### src/verilog/cpc_pkg.sv
// constants, types and behaviour list of the card presence check block
// *****************************************************************
// Behaviour
// - upper I border bits 3,2 in 0x40[7:6]
// - 0x40[5:0] upper Q border, above raises
// - upper I border bits 1,0 in 0x41[7:6]
// - I value above upper I border raises
// - 0x41[5:0] lower I border, below raises
// - last I value read-only in 0x42[5:0]
// - last Q value read-only in 0x43[5:0]
// - 0x43 bit 6 mutes interrupt until next start
// - options register only on later revision
// - options bit 3 selects full transmitter drive
// - options bit 2 uses filtered I/Q values
// - filtered sampling window at most 4.72us
// - options bit 1 flags Q value changing
// - options bit 0 flags I value changing
// - upper I border bits 5,4 in 0x3F[7:6]
// - 0x3F[5:0] lower Q border
// - detection raises the detection status bit
// *****************************************************************
package cpc_pkg;

  // *****************************************************************
  // register offsets
  // *****************************************************************
  localparam logic [7:0] CPC_OFS_OPTIONS = 8'h3A;
  localparam logic [7:0] CPC_OFS_Q_LOWER = 8'h3F;
  localparam logic [7:0] CPC_OFS_Q_UPPER = 8'h40;
  localparam logic [7:0] CPC_OFS_I_LOWER = 8'h41;
  localparam logic [7:0] CPC_OFS_I_RESULT = 8'h42;
  localparam logic [7:0] CPC_OFS_Q_RESULT = 8'h43;

  // *****************************************************************
  // field positions
  // *****************************************************************
  localparam int CPC_BIT_FULL_DRIVE = 3;
  localparam int CPC_BIT_FILTER = 2;
  localparam int CPC_BIT_Q_UNSTABLE = 1;
  localparam int CPC_BIT_I_UNSTABLE = 0;
  localparam int CPC_BIT_SUPPRESS = 6;
  localparam int CPC_IUP_FLD_MSB = 7;
  localparam int CPC_IUP_FLD_LSB = 6;
  localparam int CPC_VAL_MSB = 5;

  // *****************************************************************
  // reset values
  // *****************************************************************
  localparam logic [5:0] CPC_BORDER_RST = 6'h00;
  localparam logic [5:0] CPC_RESULT_RST = 6'h00;
  localparam logic CPC_OPT_BIT_RST = 1'h0;
  localparam logic CPC_SUPPRESS_RST = 1'h0;

  // *****************************************************************
  // timing
  // *****************************************************************
  localparam int CPC_CLK_MHZ = 40;
  localparam int CPC_SAMPLE_MAX_NS = 4720;
  localparam int CPC_SAMPLE_MAX_CYC = (CPC_SAMPLE_MAX_NS * CPC_CLK_MHZ) / 1000;
  localparam logic [7:0] CPC_SAMPLE_LAST = 8'(CPC_SAMPLE_MAX_CYC - 1);

  // *****************************************************************
  // types
  // *****************************************************************
  typedef logic [5:0] cpc_val_t;

  typedef struct packed {
    logic valid;
    cpc_val_t i_val;
    cpc_val_t q_val;
  } cpc_sample_t;

  typedef struct packed {
    cpc_val_t i_lower;
    cpc_val_t i_upper;
    cpc_val_t q_lower;
    cpc_val_t q_upper;
  } cpc_borders_t;

  typedef enum logic [1:0] {
    CPC_IDLE,
    CPC_SAMPLE,
    CPC_EVAL
  } cpc_state_t;

endpackage
### src/verilog/cpc_border_cmp.sv
// window comparison of one channel value against its two borders
module cpc_border_cmp
  import cpc_pkg::*;
(
  input wire cpc_val_t value_in,
  input wire cpc_val_t lower_in,
  input wire cpc_val_t upper_in,
  output logic below_out,
  output logic above_out
);

  // unsigned six bit compares
  assign below_out = value_in < lower_in;
  assign above_out = value_in > upper_in;

endmodule

### src/verilog/cpc_chan_filter.sv
// noise filter and instability tracker for one measurement channel
module cpc_chan_filter
  import cpc_pkg::*;
(
  input wire logic mclk_in,
  input wire logic rst_n_in,
  input wire logic clear_in,
  input wire logic valid_in,
  input wire cpc_val_t sample_in,
  output cpc_val_t filt_out,
  output cpc_val_t raw_out,
  output logic unstable_out
);

  logic seen_q, seen_d;
  logic unst_q, unst_d;
  cpc_val_t raw_q, raw_d;
  cpc_val_t filt_q, filt_d;
  logic [6:0] sum;

  // *****************************************************************
  // running average of the samples and change detection
  // *****************************************************************
  always_comb begin
    seen_d = seen_q;
    unst_d = unst_q;
    raw_d = raw_q;
    filt_d = filt_q;
    sum = 7'(filt_q) + 7'(sample_in) + 7'h01;
    if (clear_in) begin
      seen_d = 1'b0;
      unst_d = 1'b0;
    end else if (valid_in) begin
      raw_d = sample_in;
      seen_d = 1'b1;
      // averaging smooths single noisy samples
      filt_d = seen_q ? sum[6:1] : sample_in;
      // any change during the window marks instability
      unst_d = unst_q | (seen_q & (sample_in != raw_q));
    end
  end

  always_ff @(posedge mclk_in or negedge rst_n_in) begin
    if (!rst_n_in) begin
      seen_q <= 1'b0;
      unst_q <= 1'b0;
      raw_q <= CPC_RESULT_RST;
      filt_q <= CPC_RESULT_RST;
    end else begin
      seen_q <= seen_d;
      unst_q <= unst_d;
      raw_q <= raw_d;
      filt_q <= filt_d;
    end
  end

  assign filt_out = filt_q;
  assign raw_out = raw_q;
  assign unstable_out = unst_q;

endmodule

### src/verilog/cpc_detect_top.sv
// card presence check: borders, results, options and detection decision
module cpc_detect_top
  import cpc_pkg::*;
(
  input wire logic mclk_in,
  input wire logic rst_n_in,
  input wire logic [7:0] reg_addr_in,
  input wire logic [7:0] reg_wdata_in,
  input wire logic reg_wr_in,
  input wire logic reg_rd_in,
  input wire logic later_rev_in,
  input wire logic meas_start_in,
  input wire logic meas_end_in,
  input wire cpc_sample_t sample_in,
  output logic [7:0] reg_rdata_out,
  output logic sampling_active_out,
  output logic full_drive_select_out,
  output logic noise_filter_enable_out,
  output logic detect_irq_status_out
);

  // *****************************************************************
  // revision strap synchroniser
  // *****************************************************************
  logic rev_meta_q;
  logic rev_sync_q;

  always_ff @(posedge mclk_in or negedge rst_n_in) begin
    if (!rst_n_in) begin
      rev_meta_q <= 1'b0;
      rev_sync_q <= 1'b0;
    end else begin
      rev_meta_q <= later_rev_in;
      rev_sync_q <= rev_meta_q;
    end
  end

  // *****************************************************************
  // configuration registers
  // *****************************************************************
  cpc_borders_t brd_q, brd_d;
  logic full_drive_q, full_drive_d;
  logic filter_en_q, filter_en_d;
  logic supp_q, supp_d;
  logic [7:0] w;

  always_comb begin
    brd_d = brd_q;
    full_drive_d = full_drive_q;
    filter_en_d = filter_en_q;
    supp_d = supp_q;
    w = reg_wdata_in;
    // a new detection procedure lifts the mute
    if (meas_start_in) begin
      supp_d = 1'b0;
    end
    if (reg_wr_in) begin
      case (reg_addr_in)
        CPC_OFS_OPTIONS: begin
          // absent on the earlier revision
          if (rev_sync_q) begin
            full_drive_d = w[CPC_BIT_FULL_DRIVE];
            filter_en_d = w[CPC_BIT_FILTER];
          end
        end
        CPC_OFS_Q_LOWER: begin
          brd_d.i_upper[5:4] = w[CPC_IUP_FLD_MSB:CPC_IUP_FLD_LSB];
          brd_d.q_lower = w[CPC_VAL_MSB:0];
        end
        CPC_OFS_Q_UPPER: begin
          brd_d.i_upper[3:2] = w[CPC_IUP_FLD_MSB:CPC_IUP_FLD_LSB];
          brd_d.q_upper = w[CPC_VAL_MSB:0];
        end
        CPC_OFS_I_LOWER: begin
          brd_d.i_upper[1:0] = w[CPC_IUP_FLD_MSB:CPC_IUP_FLD_LSB];
          brd_d.i_lower = w[CPC_VAL_MSB:0];
        end
        CPC_OFS_Q_RESULT: begin
          // write beats the start clear in the same cycle
          supp_d = w[CPC_BIT_SUPPRESS];
        end
        default: begin
        end
      endcase
    end
  end

  always_ff @(posedge mclk_in or negedge rst_n_in) begin
    if (!rst_n_in) begin
      brd_q <= '{CPC_BORDER_RST, CPC_BORDER_RST, CPC_BORDER_RST,
                 CPC_BORDER_RST};
      full_drive_q <= CPC_OPT_BIT_RST;
      filter_en_q <= CPC_OPT_BIT_RST;
      supp_q <= CPC_SUPPRESS_RST;
    end else begin
      brd_q <= brd_d;
      full_drive_q <= full_drive_d;
      filter_en_q <= filter_en_d;
      supp_q <= supp_d;
    end
  end

  assign full_drive_select_out = full_drive_q;
  assign noise_filter_enable_out = filter_en_q;

  // *****************************************************************
  // measurement sequence
  // *****************************************************************
  cpc_state_t st_q, st_d;
  logic [7:0] cnt_q, cnt_d;

  always_comb begin
    st_d = st_q;
    cnt_d = cnt_q;
    case (st_q)
      CPC_IDLE: begin
        if (meas_start_in) begin
          st_d = CPC_SAMPLE;
          cnt_d = 8'h00;
        end
      end
      CPC_SAMPLE: begin
        cnt_d = cnt_q + 8'h01;
        // sampling window closes no later than 4.72us
        if (meas_end_in || cnt_q == CPC_SAMPLE_LAST) begin
          st_d = CPC_EVAL;
        end
      end
      CPC_EVAL: begin
        st_d = CPC_IDLE;
      end
      default: begin
        st_d = CPC_IDLE;
      end
    endcase
  end

  always_ff @(posedge mclk_in or negedge rst_n_in) begin
    if (!rst_n_in) begin
      st_q <= CPC_IDLE;
      cnt_q <= 8'h00;
    end else begin
      st_q <= st_d;
      cnt_q <= cnt_d;
    end
  end

  assign sampling_active_out = st_q == CPC_SAMPLE;

  // *****************************************************************
  // channel filters and border compares
  // *****************************************************************
  logic take;
  cpc_val_t i_filt, i_raw, q_filt, q_raw;
  cpc_val_t i_sel, q_sel;
  logic i_unst, q_unst;
  logic i_below, i_above, q_below, q_above;
  logic viol;

  assign take = sample_in.valid && st_q == CPC_SAMPLE;

  cpc_chan_filter u_i_filter (
    .mclk_in(mclk_in),
    .rst_n_in(rst_n_in),
    .clear_in(meas_start_in),
    .valid_in(take),
    .sample_in(sample_in.i_val),
    .filt_out(i_filt),
    .raw_out(i_raw),
    .unstable_out(i_unst)
  );

  cpc_chan_filter u_q_filter (
    .mclk_in(mclk_in),
    .rst_n_in(rst_n_in),
    .clear_in(meas_start_in),
    .valid_in(take),
    .sample_in(sample_in.q_val),
    .filt_out(q_filt),
    .raw_out(q_raw),
    .unstable_out(q_unst)
  );

  // filtered or raw values feed the decision
  assign i_sel = filter_en_q ? i_filt : i_raw;
  assign q_sel = filter_en_q ? q_filt : q_raw;

  cpc_border_cmp u_i_cmp (
    .value_in(i_sel),
    .lower_in(brd_q.i_lower),
    .upper_in(brd_q.i_upper),
    .below_out(i_below),
    .above_out(i_above)
  );

  cpc_border_cmp u_q_cmp (
    .value_in(q_sel),
    .lower_in(brd_q.q_lower),
    .upper_in(brd_q.q_upper),
    .below_out(q_below),
    .above_out(q_above)
  );

  // any violated border counts
  assign viol = i_below | i_above | q_below | q_above;

  // *****************************************************************
  // results and detection status
  // *****************************************************************
  cpc_val_t res_i_q, res_i_d, res_q_q, res_q_d;
  logic unst_i_q, unst_i_d, unst_q_q, unst_q_d;
  logic irq_q, irq_d;

  always_comb begin
    res_i_d = res_i_q;
    res_q_d = res_q_q;
    unst_i_d = unst_i_q;
    unst_q_d = unst_q_q;
    irq_d = 1'b0;
    if (st_q == CPC_EVAL) begin
      res_i_d = i_sel;
      res_q_d = q_sel;
      unst_i_d = i_unst;
      unst_q_d = q_unst;
      // one pulse sets the detection status bit
      irq_d = viol & ~supp_q;
    end
  end

  always_ff @(posedge mclk_in or negedge rst_n_in) begin
    if (!rst_n_in) begin
      res_i_q <= CPC_RESULT_RST;
      res_q_q <= CPC_RESULT_RST;
      unst_i_q <= 1'b0;
      unst_q_q <= 1'b0;
      irq_q <= 1'b0;
    end else begin
      res_i_q <= res_i_d;
      res_q_q <= res_q_d;
      unst_i_q <= unst_i_d;
      unst_q_q <= unst_q_d;
      irq_q <= irq_d;
    end
  end

  assign detect_irq_status_out = irq_q;

  // *****************************************************************
  // register read port
  // *****************************************************************
  logic [7:0] rd_q, rd_d;

  always_comb begin
    rd_d = 8'h00;
    if (reg_rd_in) begin
      case (reg_addr_in)
        CPC_OFS_OPTIONS: begin
          if (rev_sync_q) begin
            rd_d[CPC_BIT_FULL_DRIVE] = full_drive_q;
            rd_d[CPC_BIT_FILTER] = filter_en_q;
            rd_d[CPC_BIT_Q_UNSTABLE] = unst_q_q;
            rd_d[CPC_BIT_I_UNSTABLE] = unst_i_q;
          end
        end
        CPC_OFS_Q_LOWER: begin
          rd_d = {brd_q.i_upper[5:4], brd_q.q_lower};
        end
        CPC_OFS_Q_UPPER: begin
          rd_d = {brd_q.i_upper[3:2], brd_q.q_upper};
        end
        CPC_OFS_I_LOWER: begin
          rd_d = {brd_q.i_upper[1:0], brd_q.i_lower};
        end
        CPC_OFS_I_RESULT: begin
          rd_d = {2'h0, res_i_q};
        end
        CPC_OFS_Q_RESULT: begin
          rd_d = {1'b0, supp_q, res_q_q};
        end
        default: begin
          rd_d = 8'h00;
        end
      endcase
    end
  end

  always_ff @(posedge mclk_in or negedge rst_n_in) begin
    if (!rst_n_in) begin
      rd_q <= 8'h00;
    end else begin
      rd_q <= rd_d;
    end
  end

  assign reg_rdata_out = rd_q;
endmodule

### config.mk
export PLATFORM = sky130hd
export DESIGN_NAME = cpc_detect_top
export DESIGN_NICKNAME = d
export VERILOG_FILES = /design/src/verilog/cpc_pkg.sv /design/src/verilog/cpc_border_cmp.sv /design/src/verilog/cpc_chan_filter.sv /design/src/verilog/cpc_detect_top.sv
export SDC_FILE = /design/constraint.sdc
export NUM_CORES = 1
export LEC_CHECK = 0
export BUFFER_PORTS_ARGS = -buffer_cell sky130_fd_sc_hd__buf_4
export CELL_PAD_IN_SITES_DETAIL_PLACEMENT = 0
export CELL_PAD_IN_SITES_GLOBAL_PLACEMENT = 2
export CORE_ASPECT_RATIO = 1.1
export CORE_UTILIZATION = 36
export CTS_CLUSTER_DIAMETER = 120
export CTS_CLUSTER_SIZE = 30
export DETAILED_ROUTE_END_ITERATION = 7
export PLACE_DENSITY_LB_ADDON = 0.1
export SETUP_SLACK_MARGIN = 0.02
export SYNTH_ARGS = -nofsm -noshare
export SYNTH_HDL_FRONTEND = slang
export SYNTH_HIERARCHICAL = 1
export SYNTH_SLANG_ARGS = --single-unit
### constraint.sdc
create_clock -name mclk_in -period 2.4 [get_ports mclk_in]
set_clock_uncertainty 0.2 [all_clocks]
set_input_delay 0.48 -clock mclk_in [delete_from_list [all_inputs] [get_ports mclk_in]]
set_output_delay 0.48 -clock mclk_in [all_outputs]
set_load 0.03 [all_outputs]
Word-level counts from Yosys, hierarchy flattened
Index checks and enable logic that the tools add are counted.

Register bits after elaboration: 89. Bits of input ports: 36. Output and inout bits: 12. Word-level logic and storage cells: 93.

$add $sub $neg: 5. Magnitude comparators: 4. Equality and inequality tests: 13. Mux-type cells: 23. Bitwise gates (word level): 10. Reductions and logical operators: 12.

Operators by type and width (count): equality test 8 x 7 -> 1 bit, second input constant (4); 2-to-1 mux 6 bit (4); one-hot mux 4 bit (6 select lines) (1); one-hot mux 4 bit (5 select lines) (1); equality test 8 x 6 -> 1 bit, second input constant (2); 2-to-1 mux 8 bit (2); one-hot mux 8 bit (2 select lines) (1); adder 6 x 6 -> 7 bit (2); adder 7 x 1 -> 7 bit, second input constant (2); > comparator 6 bit (2); less-than comparator 6 bit (2); != test 6 bit (2); AND reduction 2 bit (6); 2-to-1 mux 1 bit (10); adder 8 x 1 -> 8 bit, second input constant (1); equality test 8 bit, second input constant (1); OR 1 bit (5); 2-to-1 mux 2 bit (2); 2-to-1 mux 4 bit (1); one-hot mux 2 bit (2 select lines) (1); nonzero test 2 bit (2); bitwise AND 1 bit (3); AND reduction 3 bit (1); equality test 2 x 1 -> 1 bit, second input constant (1); other kinds (7) (8).

Longest topological paths before layout
Depth in word-level cells: 7. Depth in mapped cells: 10. Depth with buffers taken out: 8.

Cells and area by module
Netlist, hierarchy kept.

By module, submodules not included: cpc_detect_top (times used 1, cells each 227, area an instance 2964.1 um^2, seq. area each 1551.5 um^2); cpc_chan_filter at u_q_filter (times used 1, cells each 82, area an instance 902.1 um^2, seq. area each 350.3 um^2); cpc_chan_filter at u_i_filter (times used 1, cells each 82, area an instance 893.4 um^2, seq. area each 350.3 um^2); cpc_border_cmp (times used 2, cells each 38, area an instance 279.0 um^2, seq. area each 0.0 um^2).

Worst setup path before layout
No wires, ideal clock.

Kind: register to register. From: reg filter_en_q, in the netlist noise_filter_enable_out. To: reg irq_q, in the netlist detect_irq_status_out. Arrival time: 2486 ps. Slack: -424 ps. Cell stages (with the launch flop): 9. Path buffers: 1. Clock period less this slack: 2824 ps. Cell sequence: dfrtp_1 > clkbuf_1 > mux2_2 > ha_1 > a21oi_2 > a21boi_1 > o32a_1 > nor4_1 > nor3_1.

Cells in the longest elaborated chain, start to end: 7.

Ends and longest elaborated chain: start: declaration (line cpc_detect_top.sv:43) `logic filter_en_q, filter_en_d;`; start signal: assignment (line cpc_detect_top.sv:98) `filter_en_q <= filter_en_d;`; 2-to-1 mux 6 bit (line cpc_detect_top.sv:185) `assign i_sel = filter_en_q ? i_filt : i_raw;`; net i_sel[4] (line cpc_detect_top.sv:155) `cpc_val_t i_sel, q_sel;`; > comparator 6 bit (line cpc_border_cmp.sv:14) `assign above_out = value_in > upper_in;`; net i_above (line cpc_detect_top.sv:157) `logic i_below, i_above, q_below, q_above;`; OR 1 bit (3 in series) (line cpc_detect_top.sv:205) `assign viol = i_below | i_above | q_below | q_above;`; bitwise AND 1 bit (line cpc_detect_top.sv:226) `irq_d = viol & ~supp_q;`; 2-to-1 mux 1 bit (line cpc_detect_top.sv:220) `if (st_q == CPC_EVAL) begin`; net irq_d (line cpc_detect_top.sv:212) `logic irq_q, irq_d;`; end signal: assignment (line cpc_detect_top.sv:242) `irq_q <= irq_d;`; end: declaration (line cpc_detect_top.sv:212).

The timed path passes the listed nets, and every way through them passes these cells. A chain may end at the register's enable or synchronous reset.

Worst setup path after layout
Ends and elaborated chain as after synthesis.

==> results.yml <==
run_status:
  run_status: "finished, violations left"
  failed_checks: "setup timing"
clock_tree:
  cts_max_level: 3
  path_clk_slew_ns: 0.06
  tritoncts: "built"
  max-clock-path-buffers: 2
  clock_tree_sinks: 90
  numCtsBuffers: 9
  clock_insertion_delay_worst_skew_ns: 0.34
  clock_tree.root_cell: "clkbuf_16"
logic_synthesis:
  post_synthesis_net_count: 538
  synth_top_area_share_pct: 42.4
  fraction_of_registers_with_async_set_or_reset_after_synthesis_pct: 100
  avgSynthCellArea_um2: 11.4
  top_cells_by_area_synth: "dfrtp_1, mux2_2, ha_1"
  synth_enable_flop_cells: 0
  post-synth-top-area-cell: "dfrtp_1"
  synth-seq-cells: 90
  yosys.cell_types.count: 62
  flip_flop_cell_with_the_highest_count_after_synthesis: "dfrtp_1"
  post_synth_instance_area_um2: 5320
  post_synth_inst_count: 467
  synth.yosys.seq_area_share_pct: 42.4
  ys.warnings.count: 6
floorplan:
  placementRows: 46
  die_width_um: 118
  floorplan.initialDensity_pct: 36.8
  design.core.area_um2: 14400
  die_area_um2: 15300
  die_h_um: 129
  i_o_pins: 48
timing:
  fin_tns_setup_ns: -0.0241
  fmax_mhz: 413
  slew_headroom_pct: 68.1
  final.hold.worst_slack_ns: 0.0421
  finalWorstSetupSlack_ns: -0.0241
  layout_min_cycle_time_ns: 2.42
  timing_worst_slew_pin_value_ns: 0.475
  timing.final.hold_violations: 0
  fin_max_slew_vios: 0
  timing.final.setup_violations: 1
  unrepaired_setup_endpoints_after_global_routing: "true"
  post-route-period-util_pct: 101
global_route:
  grt_antenna_before_repair: 0
  grt_pass1_wl_um: 21700
  first_global_vias: 3876
  grt-ovfl-total: 0
  grt_max_degree: 43
  track_usage_pct: 18.7
place:
  gp_routability_congestion: 0.779
  hpwl_detailed_um: 9920
  port_buffers: 47
critical_path:
  crit_family: "flip-flops"
  path_buf_inv: 2
  reg2reg_slack_ns: -0.02
  crit_type: "register to register"
  critical_path.endpoint_type: "register"
  critical_path_s_slowest_cell: "dfrtp_4"
  critPathMaxFanout: 5
  critPathRequiredTime_ns: 2.42
  worstPathCellList: "buf_8 -> mux2_4 -> ha_4 -> nand4_1 -> buf_4 -> o32a_1 -> nor4_2 -> nor3_1"
  cp-start-kind: "register"
  timing.critical_path.slowest_cell_delay_ns: 0.54
  critical_path_arrival_ns: 2.45
layout:
  most_used_cells_in_the_layout_excluding_fill_and_tap_cells: "dfrtp_1, buf_4, mux2_2"
  largest_register: "brd_q"
  drive_above_1_share_pct: 35.4
  mostFrequentLayoutCell: "dfrtp_1"
  number_of_flip_flops_under_the_largest_register_name: 24
  number_of_nets_in_the_layout: 608
  area_growth_pct: 22.2
  antenna-diode-count: 0
routing:
  pre_repair_dr_iteration_count: 4
  via_count: 3729
  routed_wire_length_per_instance_um: 18.0
  postRouteAntennaNets: 0
  drc: 0
  post_detailed_routing_wire_length_um: 13200
  viasPerCell: 5.08
  number_of_drc_violations_after_detailed_routing_iteration_0: 157
power_and_ir_drop:
  vdd_drop_max_mv: 0.427
  powerDensity_nw_per_um2: 943
  power.static_leakage_nw: 2.86
  total_power_mw: 6.13
run:
  number_of_max_cap_violations: 0
min_path:
  hold_class: "input port to register"
-- layer usage --
layer | track usage (%) | share of wire [%] | up-vias
met5 | 0 | 0 | -
met4 | 6.11 | 1.3 | 0
met3 | 2.95 | 2.1 | 11
met2 | 30.6 | 48 | 49
met1 | 25.3 | 49 | 1830
li1 | - | - | 1839
-- worst reg2reg max path, cell delays in order (launching register included) --
cell	delay (ns)
dfrtp_4	0.54
buf_8	0.16
mux2_4	0.33
ha_4	0.28
nand4_1	0.12
buf_4	0.16
o32a_1	0.17
nor4_2	0.28
nor3_1	0.08
-- per-stage QoR --
stage	instance area (µm²)	utilization, %	worst slack (ns)	std cells
finish	6500	45.0	-0.0241	734
global route	6500	45.0	-0.110	734
CTS	6490	45.0	0.00357	734
detailed placement	6040	41.8	-0.0623	712
global placement	6040	41.8	-0.0318	712
floorplan	5370	-	-0.0211	467
-- Yosys cell counts (3+ instances only) --
library cell / count
o211ai_2: 6
xnor2_1: 14
inv_1: 33
nor2_1: 11
and2_1: 3
o21a_1: 4
ha_1: 33
nand2_1: 30
clkbuf_1: 6
xor2_1: 4
mux2i_1: 8
nand2b_1: 9
nand4_1: 7
or2_2: 3
mux4_2: 6
buf_2: 4
nor3b_1: 8
o21bai_1: 3
a21oi_2: 6
nor4_1: 4
mux2_2: 62
o22ai_1: 6
dfrtp_1: 90
nand3_1: 12
buf_6: 3
nor3_1: 9
o21ai_0: 13
a21oi_1: 13
mux2_1: 3
-- final cells by class --
type / count / area [µm²]
inverters: 34 / 128
clock inverters: 4 / 48.8
repair buffers: 75 / 618
multi-input cells: 327 / 2940
flip-flops and latches: 90 / 2260
clock buffers: 12 / 267
fillers: 1397 / 7950
well taps: 192 / 240
-- path summary, 6_finish.rpt --
kind	startpoint	cells past startpoint	to
max	noise_filter_enable_out$_DFFE_PN0P_	8	detect_irq_status_out$_DFF_PN0_
min	later_rev_in	1	rev_meta_q$_DFF_PN0_
max reg2reg	noise_filter_enable_out$_DFFE_PN0P_	8	detect_irq_status_out$_DFF_PN0_
min reg2reg	rev_meta_q$_DFF_PN0_	0	rev_sync_q$_DFF_PN0_
max in group asynchronous	rst_n_in	3	noise_filter_enable_out$_DFFE_PN0P_
min in group asynchronous	rst_n_in	2	u_q_filter/filt_out[0]$_DFFE_PN0P_
-- power breakdown --
part           internal, mW  switching (mW)
Sequential             1.88           0.352
Combinational          1.29            1.12
Clock                 0.891           0.592
-- kinds of logic (layout without fill, tap and decap cells) --
logic type	count (synthesis)	after routing	synth area share, %
flip-flops	90	90	42.4
AND/OR/NAND/NOR	119	119	13.6
adder cells (fa/ha/maj)	35	35	8.52
buffers and inverters	50	125	4.26
AO/OA/AOI/OAI	76	76	10.5
XOR/XNOR	18	18	2.96
multiplexers	79	79	17.8
-- repair_timing --
| action | CTS | global route |
|---|---|---|
| pin swaps | 7 | 0 |
| buffers inserted | 5 | 0 |
| gates resized for setup | 12 | 1 |
| hold buffers | 1 | 0 |
| setup endpoints to repair | 1 | 1 |
| hold endpoints to repair | 23 | 0 |
Power figures use the tool's default switching activity.
